$ cat config.mk
export PLATFORM = sky130hd
export DESIGN_NAME = pcrc_debug_link
export DESIGN_NICKNAME = d
export VERILOG_FILES = /design/src/pcrc_pkg.sv /design/src/pcrc_crc_if.sv /design/src/pcrc_crc_engine.sv /design/src/pcrc_debug_link.sv
export SDC_FILE = /design/constraint.sdc
export NUM_CORES = 1
export LEC_CHECK = 0
export ABC_CLOCK_PERIOD_IN_PS = 7000
export BUFFER_PORTS_ARGS = -buffer_cell sky130_fd_sc_hd__buf_2
export CAP_MARGIN = 10
export CORE_MARGIN = 3
export CORE_UTILIZATION = 40
export CTS_CLUSTER_DIAMETER = 80
export CTS_CLUSTER_SIZE = 40
export DETAILED_ROUTE_END_ITERATION = 6
export GPL_TIMING_DRIVEN = 0
export PLACE_DENSITY = 0.63
export SLEW_MARGIN = 40
export SYNTH_ARGS = -nofsm -noshare
export SYNTH_HDL_FRONTEND = slang
export SYNTH_SLANG_ARGS = --single-unit
$ cat constraint.sdc
create_clock -name i_core_clk -period 7 [get_ports i_core_clk]
set_input_delay 0.35 -clock i_core_clk [delete_from_list [all_inputs] [get_ports i_core_clk]]
set_output_delay 0.35 -clock i_core_clk [all_outputs]
set_load 0.05 [all_outputs]
$ cat src/pcrc_pkg.sv
// Constants and types for the program memory checksum block
package pcrc_pkg;
	// Checksum byte register addresses on the debug link
	localparam logic [7:0]  ADDR_CHECKSUM_BYTE0 = 8'hA9;
	localparam logic [7:0]  ADDR_CHECKSUM_BYTE1 = 8'hAA;
	localparam logic [7:0]  ADDR_CHECKSUM_BYTE2 = 8'hAB;
	localparam logic [7:0]  ADDR_CHECKSUM_BYTE3 = 8'hAC;
	localparam logic [7:0]  CHECKSUM_RESET      = 8'h00;
	localparam logic [7:0]  UNMAPPED_READ       = 8'h00;
	// Scan ranges
	localparam logic [15:0] FULL_START_ADDR     = 16'h0000;
	localparam logic [15:0] FULL_LAST_COUNT     = 16'h1FFF;
	localparam logic [15:0] BLOCK_LAST_COUNT    = 16'h00FF;
	localparam logic [7:0]  BLOCK_LOW_ADDR      = 8'h00;
	// Polynomials, plain defaults
	localparam logic [15:0] CRC16_POLY          = 16'h1021;
	localparam logic [31:0] CRC32_POLY          = 32'h04C11DB7;
	localparam logic [31:0] CRC_INIT            = 32'h0000_0000;
	// Link reset: clock pin held low at least this long
	localparam int          CLK_HZ              = 20_000_000;
	localparam int          LINK_RESET_NS       = 20_000;
	localparam logic [8:0]  LINK_RESET_CYC      =
		9'((LINK_RESET_NS * (CLK_HZ / 1_000_000) + 999) / 1000);
	// Link instruction codes
	localparam logic [1:0]  INS_DATA_RD         = 2'h0;
	localparam logic [1:0]  INS_DATA_WR         = 2'h1;
	localparam logic [1:0]  INS_ADDR_RD         = 2'h2;
	localparam logic [1:0]  INS_ADDR_WR         = 2'h3;

	typedef enum logic [2:0] {
		PCRC_L_IDLE = 3'b000,
		PCRC_L_INS  = 3'b001,
		PCRC_L_ADDR = 3'b010,
		PCRC_L_LEN  = 3'b011,
		PCRC_L_DIN  = 3'b100,
		PCRC_L_WAIT = 3'b101,
		PCRC_L_DOUT = 3'b110,
		PCRC_L_STOP = 3'b111
	} pcrc_link_e;

	typedef enum logic [1:0] {
		PCRC_E_IDLE = 2'b00,
		PCRC_E_READ = 2'b01,
		PCRC_E_ACC  = 2'b10
	} pcrc_eng_e;
endpackage

$ cat src/pcrc_crc_if.sv
// Signals between the link controller and the checksum engine
`timescale 1ns/1ps
interface pcrc_crc_if;
	logic        start_blk;
	logic        start_full;
	logic [7:0]  blk_hi;
	logic        busy;
	logic        done;
	logic        is_full;
	logic [31:0] result;
	logic [15:0] pm_addr;
	logic [7:0]  pm_data;

	modport engine (input start_blk, start_full, blk_hi, pm_data,
		output busy, done, is_full, result, pm_addr);
	modport ctrl (output start_blk, start_full, blk_hi, pm_data,
		input busy, done, is_full, result, pm_addr);
endinterface

$ cat src/pcrc_crc_engine.sv
// Checksum engine scanning program memory one byte per two cycles
`timescale 1ns/1ps
module pcrc_crc_engine (
	input  wire logic     i_core_clk,   // Core clock
	input  wire logic     i_srst,       // Sync reset, high
	pcrc_crc_if.engine    bus           // Start, memory and result
);
	import pcrc_pkg::*;

	pcrc_eng_e   state;
	logic [15:0] remain;
	logic [31:0] crc;
	logic        full;
	logic [31:0] next_crc;

	// Eight serial steps per byte, msb first
	function automatic logic [31:0] crc_byte(input logic [31:0] c, input logic [7:0] d,
		input logic wide);
		logic [31:0] r;
		logic        fb;
		r = c;
		for (int i = 7; i >= 0; i--) begin
			fb = (wide ? r[31] : r[15]) ^ d[i];
			r  = {r[30:0], 1'b0};
			if (fb) begin
				r = r ^ (wide ? CRC32_POLY : {16'h0000, CRC16_POLY});
			end
		end
		return wide ? r : {16'h0000, r[15:0]};
	endfunction

	assign next_crc    = crc_byte(crc, bus.pm_data, full);
	assign bus.busy    = (state != PCRC_E_IDLE);
	assign bus.is_full = full;

	// Address stands one cycle, data is folded in the next
	always_ff @(posedge i_core_clk) begin
		bus.done <= 1'b0;
		if (i_srst) begin
			state       <= PCRC_E_IDLE;
			remain      <= 16'h0000;
			crc         <= CRC_INIT;
			full        <= 1'b0;
			bus.pm_addr <= FULL_START_ADDR;
			bus.result  <= CRC_INIT;
		end else begin
			case (state)
				PCRC_E_IDLE: begin
					if (bus.start_full) begin
						full        <= 1'b1;
						bus.pm_addr <= FULL_START_ADDR;
						remain      <= FULL_LAST_COUNT;
						crc         <= CRC_INIT;
						state       <= PCRC_E_READ;
					end else if (bus.start_blk) begin
						full        <= 1'b0;
						bus.pm_addr <= {bus.blk_hi, BLOCK_LOW_ADDR};
						remain      <= BLOCK_LAST_COUNT;
						crc         <= CRC_INIT;
						state       <= PCRC_E_READ;
					end
				end
				PCRC_E_READ: begin
					state <= PCRC_E_ACC;
				end
				PCRC_E_ACC: begin
					crc <= next_crc;
					if (remain == 16'h0000) begin
						bus.result <= next_crc;
						bus.done   <= 1'b1;
						state      <= PCRC_E_IDLE;
					end else begin
						bus.pm_addr <= bus.pm_addr + 16'h0001;
						remain      <= remain - 16'h0001;
						state       <= PCRC_E_READ;
					end
				end
				default: begin
					state <= PCRC_E_IDLE;
				end
			endcase
		end
	end

	a_full_from_zero: assert property (@(posedge i_core_clk) disable iff (i_srst)
		(state == PCRC_E_IDLE) && bus.start_full |=> bus.pm_addr == 16'h0000 && full)
		else $error("full scan did not start at address zero");
	a_block_base: assert property (@(posedge i_core_clk) disable iff (i_srst)
		(state == PCRC_E_IDLE) && !bus.start_full && bus.start_blk
		|=> bus.pm_addr == {$past(bus.blk_hi), 8'h00} && remain == 16'h00FF)
		else $error("block scan base or length wrong");
	a_addr_step: assert property (@(posedge i_core_clk) disable iff (i_srst)
		(state == PCRC_E_ACC) && remain != 16'h0000
		|=> bus.pm_addr == $past(bus.pm_addr) + 16'h0001)
		else $error("scan address did not advance by one");
	c_full_done: cover property (@(posedge i_core_clk) disable iff (i_srst)
		bus.done && full);
endmodule

$ cat src/pcrc_debug_link.sv
// Debug link slave with checksum byte registers and halt control
`timescale 1ns/1ps
module pcrc_debug_link (
	input  wire logic        i_core_clk,        // Core clock, 20 MHz
	input  wire logic        i_srst,            // Sync reset, high
	input  wire logic        i_debug_clock_pin, // Link clock, shares reset pin
	input  wire logic        i_debug_data_pin,  // Link data pin level
	output logic             o_debug_data_pin,  // Link data driven value
	output logic             o_debug_data_oe,   // High while we drive data
	output logic [15:0]      o_pm_addr,         // Program memory byte address
	input  wire logic [7:0]  i_pm_data,         // Program memory data, next cycle
	output logic             o_periph_stall,    // Core and peripherals stalled
	output logic             o_user_reset,      // Pin reset to user logic
	output logic             o_crc_busy         // Checksum scan running
);
	import pcrc_pkg::*;

	pcrc_crc_if crc_bus ();

	logic [2:0]  ck_sync;
	logic [1:0]  d_sync;
	logic [8:0]  low_cnt;
	logic        halted;
	logic        reset_tail;
	pcrc_link_e  state;
	logic [2:0]  bit_cnt;
	logic [1:0]  ins;
	logic [7:0]  shreg;
	logic [7:0]  addr_reg;
	logic [7:0]  out_reg;
	logic        wr_stb;
	logic [7:0]  wr_data;
	logic [7:0]  regs [0:3];

	// Edge and level decode of the synchronised pins
	wire         ck_rise    = ck_sync[1] & ~ck_sync[2];
	wire         ck_low     = ~ck_sync[1];
	wire         din        = d_sync[1];
	wire         link_reset = ck_low && (low_cnt == LINK_RESET_CYC - 9'd1);
	// The rise that ends a link reset is not a frame start
	wire         step       = ck_rise & halted & ~reset_tail;
	wire [1:0]   next_ins   = {din, ins[1]};
	wire [7:0]   next_shreg = {din, shreg[7:1]};
	wire         last_bit   = (bit_cnt == 3'd7);

	// Register address decode
	wire         sel0 = (addr_reg == ADDR_CHECKSUM_BYTE0);
	wire         sel1 = (addr_reg == ADDR_CHECKSUM_BYTE1);
	wire         sel2 = (addr_reg == ADDR_CHECKSUM_BYTE2);
	wire         sel3 = (addr_reg == ADDR_CHECKSUM_BYTE3);
	wire [7:0]   rd_data = sel0 ? regs[0] : sel1 ? regs[1] : sel2 ? regs[2] :
		sel3 ? regs[3] : UNMAPPED_READ;

	// Starts are dropped while a scan runs; the adapter must poll busy
	assign crc_bus.start_blk  = wr_stb & sel0 & ~crc_bus.busy;
	assign crc_bus.start_full = wr_stb & sel1 & ~crc_bus.busy;
	assign crc_bus.blk_hi     = wr_data;
	assign crc_bus.pm_data    = i_pm_data;
	assign o_pm_addr          = crc_bus.pm_addr;
	assign o_crc_busy         = crc_bus.busy;
	assign o_periph_stall     = halted;

	pcrc_crc_engine u_engine (
		.i_core_clk (i_core_clk),
		.i_srst     (i_srst),
		.bus        (crc_bus.engine)
	);

	// Two flops on the data pin, three on the clock pin for edge detect; stage 0 feeds only stage 1
	always_ff @(posedge i_core_clk) begin
		if (i_srst) begin
			ck_sync <= 3'b111;
			d_sync  <= 2'b11;
		end else begin
			ck_sync <= {ck_sync[1:0], i_debug_clock_pin};
			d_sync  <= {d_sync[0], i_debug_data_pin};
		end
	end

	// Long low on the clock pin halts the device and resets the link
	always_ff @(posedge i_core_clk) begin
		if (i_srst) begin
			low_cnt      <= 9'd0;
			halted       <= 1'b0;
			reset_tail   <= 1'b0;
			o_user_reset <= 1'b0;
		end else begin
			reset_tail   <= link_reset;
			low_cnt      <= !ck_low ? 9'd0 : (link_reset ? low_cnt : low_cnt + 9'd1);
			halted       <= halted | link_reset;
			o_user_reset <= ck_low & ~halted & ~link_reset;
		end
	end

	// Frame sequencer, one step per link clock rise
	always_ff @(posedge i_core_clk) begin
		wr_stb <= 1'b0;
		if (i_srst || link_reset) begin
			state    <= PCRC_L_IDLE;
			bit_cnt  <= 3'd0;
			ins      <= 2'h0;
			shreg    <= 8'h00;
			addr_reg <= 8'h00;
			out_reg  <= 8'h00;
			wr_data  <= 8'h00;
		end else if (step) begin
			bit_cnt <= bit_cnt + 3'd1;
			case (state)
				PCRC_L_IDLE: begin
					state   <= PCRC_L_INS;
					bit_cnt <= 3'd0;
				end
				PCRC_L_INS: begin
					ins <= next_ins;
					if (bit_cnt == 3'd1) begin
						bit_cnt <= 3'd0;
						if (next_ins == INS_ADDR_WR) begin
							state <= PCRC_L_ADDR;
						end else if (next_ins == INS_ADDR_RD) begin
							out_reg <= {7'h00, crc_bus.busy};
							state   <= PCRC_L_DOUT;
						end else begin
							state <= PCRC_L_LEN;
						end
					end
				end
				PCRC_L_ADDR: begin
					shreg <= next_shreg;
					if (last_bit) begin
						addr_reg <= next_shreg;
						state    <= PCRC_L_STOP;
					end
				end
				PCRC_L_LEN: begin
					if (bit_cnt == 3'd1) begin
						bit_cnt <= 3'd0;
						state   <= (ins == INS_DATA_WR) ? PCRC_L_DIN : PCRC_L_WAIT;
					end
				end
				PCRC_L_DIN: begin
					shreg <= next_shreg;
					if (last_bit) begin
						wr_data <= next_shreg;
						wr_stb  <= 1'b1;
						state   <= PCRC_L_WAIT;
					end
				end
				PCRC_L_WAIT: begin
					bit_cnt <= 3'd0;
					if (ins == INS_DATA_RD) begin
						out_reg <= rd_data;
						state   <= PCRC_L_DOUT;
					end else begin
						state <= PCRC_L_STOP;
					end
				end
				PCRC_L_DOUT: begin
					out_reg <= {1'b0, out_reg[7:1]};
					if (last_bit) begin
						state <= PCRC_L_STOP;
					end
				end
				default: begin
					state <= PCRC_L_IDLE;
				end
			endcase
		end
	end

	// Data pin driver, wait field always reports ready
	always_ff @(posedge i_core_clk) begin
		if (i_srst) begin
			o_debug_data_oe  <= 1'b0;
			o_debug_data_pin <= 1'b0;
		end else begin
			o_debug_data_oe  <= halted &&
				(state == PCRC_L_WAIT || state == PCRC_L_DOUT);
			o_debug_data_pin <= (state == PCRC_L_WAIT) ? 1'b1 : out_reg[0];
		end
	end

	// Results land on completion and beat a same-cycle link write
	always_ff @(posedge i_core_clk) begin
		if (i_srst) begin
			for (int i = 0; i < 4; i++) begin
				regs[i] <= CHECKSUM_RESET;
			end
		end else if (crc_bus.done && crc_bus.is_full) begin
			regs[3] <= crc_bus.result[31:24];
			regs[2] <= crc_bus.result[23:16];
			regs[1] <= crc_bus.result[15:8];
			regs[0] <= crc_bus.result[7:0];
		end else if (crc_bus.done) begin
			regs[1] <= crc_bus.result[15:8];
			regs[0] <= crc_bus.result[7:0];
		end else if (wr_stb) begin
			if (sel0) begin
				regs[0] <= wr_data;
			end else if (sel1) begin
				regs[1] <= wr_data;
			end else if (sel2) begin
				regs[2] <= wr_data;
			end else if (sel3) begin
				regs[3] <= wr_data;
			end
		end
	end

	a_halt_on_reset: assert property (@(posedge i_core_clk) disable iff (i_srst)
		link_reset |=> halted && o_periph_stall)
		else $error("link reset did not halt the device");
	a_no_reset_halted: assert property (@(posedge i_core_clk) disable iff (i_srst)
		halted |=> !o_user_reset)
		else $error("pin reset reached user logic while halted");
	a_drive_only_halted: assert property (@(posedge i_core_clk) disable iff (i_srst)
		o_debug_data_oe |-> halted)
		else $error("data pin driven while not halted");
	a_full_start: assert property (@(posedge i_core_clk) disable iff (i_srst)
		wr_stb && sel1 && !crc_bus.busy |=> crc_bus.busy ##1 crc_bus.pm_addr == 16'h0000)
		else $error("byte1 write did not start full scan");
	a_regs_reset: assert property (@(posedge i_core_clk)
		$fell(i_srst) |-> regs[0] == 8'h00 && regs[1] == 8'h00 && regs[2] == 8'h00
		&& regs[3] == 8'h00)
		else $error("checksum registers not cleared by reset");
	a_reg_write: assert property (@(posedge i_core_clk) disable iff (i_srst)
		wr_stb && sel2 && !crc_bus.done |=> regs[2] == $past(wr_data))
		else $error("byte2 write not stored");
	a_full_result: assert property (@(posedge i_core_clk) disable iff (i_srst)
		crc_bus.done && crc_bus.is_full
		|=> {regs[3], regs[2], regs[1], regs[0]} == $past(crc_bus.result))
		else $error("full result byte order wrong");
	a_block_result: assert property (@(posedge i_core_clk) disable iff (i_srst)
		crc_bus.done && !crc_bus.is_full
		|=> {regs[1], regs[0]} == $past(crc_bus.result[15:0]) && $stable(regs[3]))
		else $error("block result placement wrong");
	a_block_start: assert property (@(posedge i_core_clk) disable iff (i_srst)
		wr_stb && sel0 && !crc_bus.busy |=> crc_bus.busy && !crc_bus.is_full)
		else $error("byte0 write did not start block scan");
	c_link_read: cover property (@(posedge i_core_clk) disable iff (i_srst)
		step && state == PCRC_L_WAIT && ins == INS_DATA_RD);
	c_block_done: cover property (@(posedge i_core_clk) disable iff (i_srst)
		crc_bus.done && !crc_bus.is_full);
	c_halt: cover property (@(posedge i_core_clk) disable iff (i_srst) $rose(halted));
endmodule

==> reports/results.txt <==
Net Count, Synth: 1079
crit path kind: reg2reg
Buffers on Ports: 32
register share of total power: 0.495
top flop regs: regs x32, u_engine.bus.result x32, u_engine.crc x32
synthesized area per cell: 8.85 sq um
Remaining Overflow, GRT: 0
Ys Warns: 0
Clock power frac: 0.436
Initial Utilization: 0.411
worst hold start: i_debug_data_pin
vias: 7634
TritonCTS clock tree: built
sw power: 542 uW
Synth area leaders: dfxtp_1, edfxtp_1, nor2_1
Max Cap Viol: 0
Final Cycle Share: 0.429
worst path required time: 7320 ps
crit path launch type: flip-flop
WL final: 24.6 mm
CTS Buf Count: 17
Die Wd: 159 microns
H-tree depth: 4
GP Congestion: 0.886
cells after synthesis: 1061
diode count: 0
Setup-failing EPs final: 0
Worst EP arrival: 3320 ps
core footprint: 22800 sq um
hpwl dp: 18.2 mm
row count: 55
RSZ-0062 raised after global routing: false
relative slew slack: 0.427
Fin Setup TNS: 0 ps
Die Area: 25300 sq um
worst hold stages: 2
Top-Level Pins: 33
Worst Hold Path EP: d_sync[0]
# DRC: 0
Seq/Total Area, Yosys: 0.442
Area Overhead vs Synth: 12.2%
setup bufs post-CTS: 0
Reg-to-Reg Start: u_engine.remain[10]
async set or reset register ratio after synthesis: 0
mapped cell area: 9390 sq um
wire per inst: 17.1 microns
Post-CTS Hold Buffers: 0
Skew-Pair Late Insertion Delay: 440 ps
Int Pwr: 1.73 mW
share of the synthesized area in the top cell type: 0.339
GRT Util Overall: 0.195
clk buf depth: 2
fmax: 333 MHz
CP max FO: 10
Cell Pwr Density: 216 nW/um^2
initial antenna violation count: 1
Via density: 5.31
Root Buffer: clkbuf_16
Clock Sinks: 191
Final min period: 3010 ps
status: complete, no violations
CTS clock-pin slew for the worst setup and hold paths: 70 ps
synthesized flop and latch total: 191
PostCTS Resize Cnt: 0
Final Skew: 10.2 ps
P_leak: 3.77 nW
Worst-Margin Slew: 859 ps
Max IR drop VDD: 156 uV
Reg2Reg Depth: 8
Critical R2R Capture: u_engine.bus.pm_addr[9]
Die Y: 159 microns
area leader, netlist: dfxtp_1
logic gate share of total power: 0.069
first-pass GRT wire length: 39.9 mm
largest net degree at the start of global routing: 17
remaining antenna violation count: 0
prevailing post-synth register cell: dfxtp_1
Synth cell types: 58
Filler cells: 2276
final hold vios: 0
vias in the first global route: 7245
Switching Fraction: 0.238
Final nets: 1130
DRT Pass-1 Iters: 5
worst hold slack: 87.9 ps
Post-synth EDFFs: 32
CP Capture Type: flip-flop
Final Slew Violations: 0
internal reg-to-reg setup slack: 3990 ps
Min-Delay Path Class: in2reg
DRT iter0 DRCs: 582
share of post-route cells with drive strength above 1: 0.0809
layout by cell type, fill, tap and decap left out, types with 4 or more instances in the layout:
cell type	instances
a211oi_1	16
a21o_1	4
dfxtp_1	159
xor2_1	40
mux2i_1	31
or3_1	4
xnor2_1	53
o21ai_0	42
nand4_1	11
edfxtp_1	32
nand2b_1	14
mux2_2	4
ha_1	6
nor4_1	4
o21a_1	5
clkbuf_16	17
xnor3_1	6
xnor2_2	4
a22oi_1	29
nor2b_1	11
and2_1	4
o211ai_1	6
or2_2	7
inv_1	13
nand3_1	41
buf_2	32
nor2_1	162
a31oi_1	8
a22o_1	13
a21oi_1	77
or4_1	7
clkbuf_1	60
nand3b_1	4
and3_1	8
nor3_1	36
nand2_1	106
cell families (layout without fill, tap and decap cells):
kind of cell | after synthesis | after routing | share of synthesized area
flops | 191 | 191 | 0.442
mux | 38 | 38 | 0.0433
compound gates | 211 | 211 | 0.139
simple gates | 429 | 429 | 0.209
fa+ha+maj | 6 | 6 | 0.00800
xor+xnor | 111 | 111 | 0.129
buf+inv | 75 | 139 | 0.0308
area by class of cell:
type / instances / area, sq um / share of cell area
plain buffers: 60 / 233 / 0.0221
clock buffers: 21 / 460 / 0.0437
clock inverters: 11 / 129 / 0.0122
inverters: 15 / 56.3 / 0.00535
multi-input cells: 795 / 4960 / 0.471
flip-flops and latches: 191 / 4140 / 0.393
well taps: 313 / 392 / 0.0372
repair buffers: 32 / 160 / 0.0152
critical path: stages, from the launching register on:
cell and delay, ps:
dfxtp_1 350, or3_1 430, or4_1 530, o21a_1 260, nor2_1 560, clkbuf_1 460
nor2_1 100, a21oi_1 150, nor2_1 50
metal layers:
metal | routed length, microns | global-route usage | up-vias | share of wire
li1 | - | - | 3798 | -
met1 | 11700 | 0.269 | 3623 | 0.48
met2 | 11400 | 0.310 | 169 | 0.46
met3 | 988 | 0.0356 | 42 | 0.040
met4 | 470 | 0.0609 | 2 | 0.019
met5 | 13 | 0 | - | 0.00053
synthesized netlist by cell type (5+ instances only):
master and n:
nor2_1 162, a22oi_1 29, and3_1 8, ha_1 6, o211ai_1 6, a211oi_1 16, nand4_1 11, or2_2 7
mux2i_1 31, o21a_1 5, nand3_1 41, nand2b_1 14, edfxtp_1 32, a21oi_1 77, clkbuf_1 58, dfxtp_1 159
nand2_1 106, inv_1 13, or4_1 7, nor2b_1 11, xnor3_1 6, xor2_1 40, a22o_1 13, o21ai_0 43
a31oi_1 8, nor3_1 36, xnor2_1 53
power groups by stage:
stage,sequential [mW],clock (mW),combinational (mW)
5_1_grt,1.12,1.05,0.167
3_3_place_gp,1.15,0,0.154
4_1_cts,1.12,0.996,0.155
6_report,1.12,0.991,0.157
3_5_place_dp,1.15,0,0.155
2_1_floorplan,1.15,0,0.110
worst max path at each step:
stage | from | to | slack, ps | depth (start not counted)
floorplan | o_periph_stall | out_reg[5] | 4300 | 7
global placement | u_engine.bus.is_full | regs[3][7] | 4050 | 6
detailed placement | u_engine.remain[10] | u_engine.bus.pm_addr[9] | 4050 | 8
CTS | u_engine.remain[10] | u_engine.bus.pm_addr[9] | 4040 | 8
global route | u_engine.remain[3] | u_engine.bus.pm_addr[9] | 3750 | 8
finish | u_engine.remain[10] | u_engine.bus.pm_addr[9] | 3990 | 8
stage by stage:
stage / worst slack, ps / cell area, sq um / power (mW) / cells / utilization
detailed placement: 4050 / 9940 / 1.30 / 1406 / 0.435
floorplan: 4300 / 9390 / 1.26 / 1061 / -
global route: 3750 / 10500 / 2.34 / 1438 / 0.461
finish: 3990 / 10500 / 2.27 / 1438 / 0.461
global placement: 4050 / 9940 / 1.30 / 1406 / 0.435
CTS: 4040 / 10500 / 2.28 / 1438 / 0.461
No activity file was read; power rests on OpenSTA's default activity.
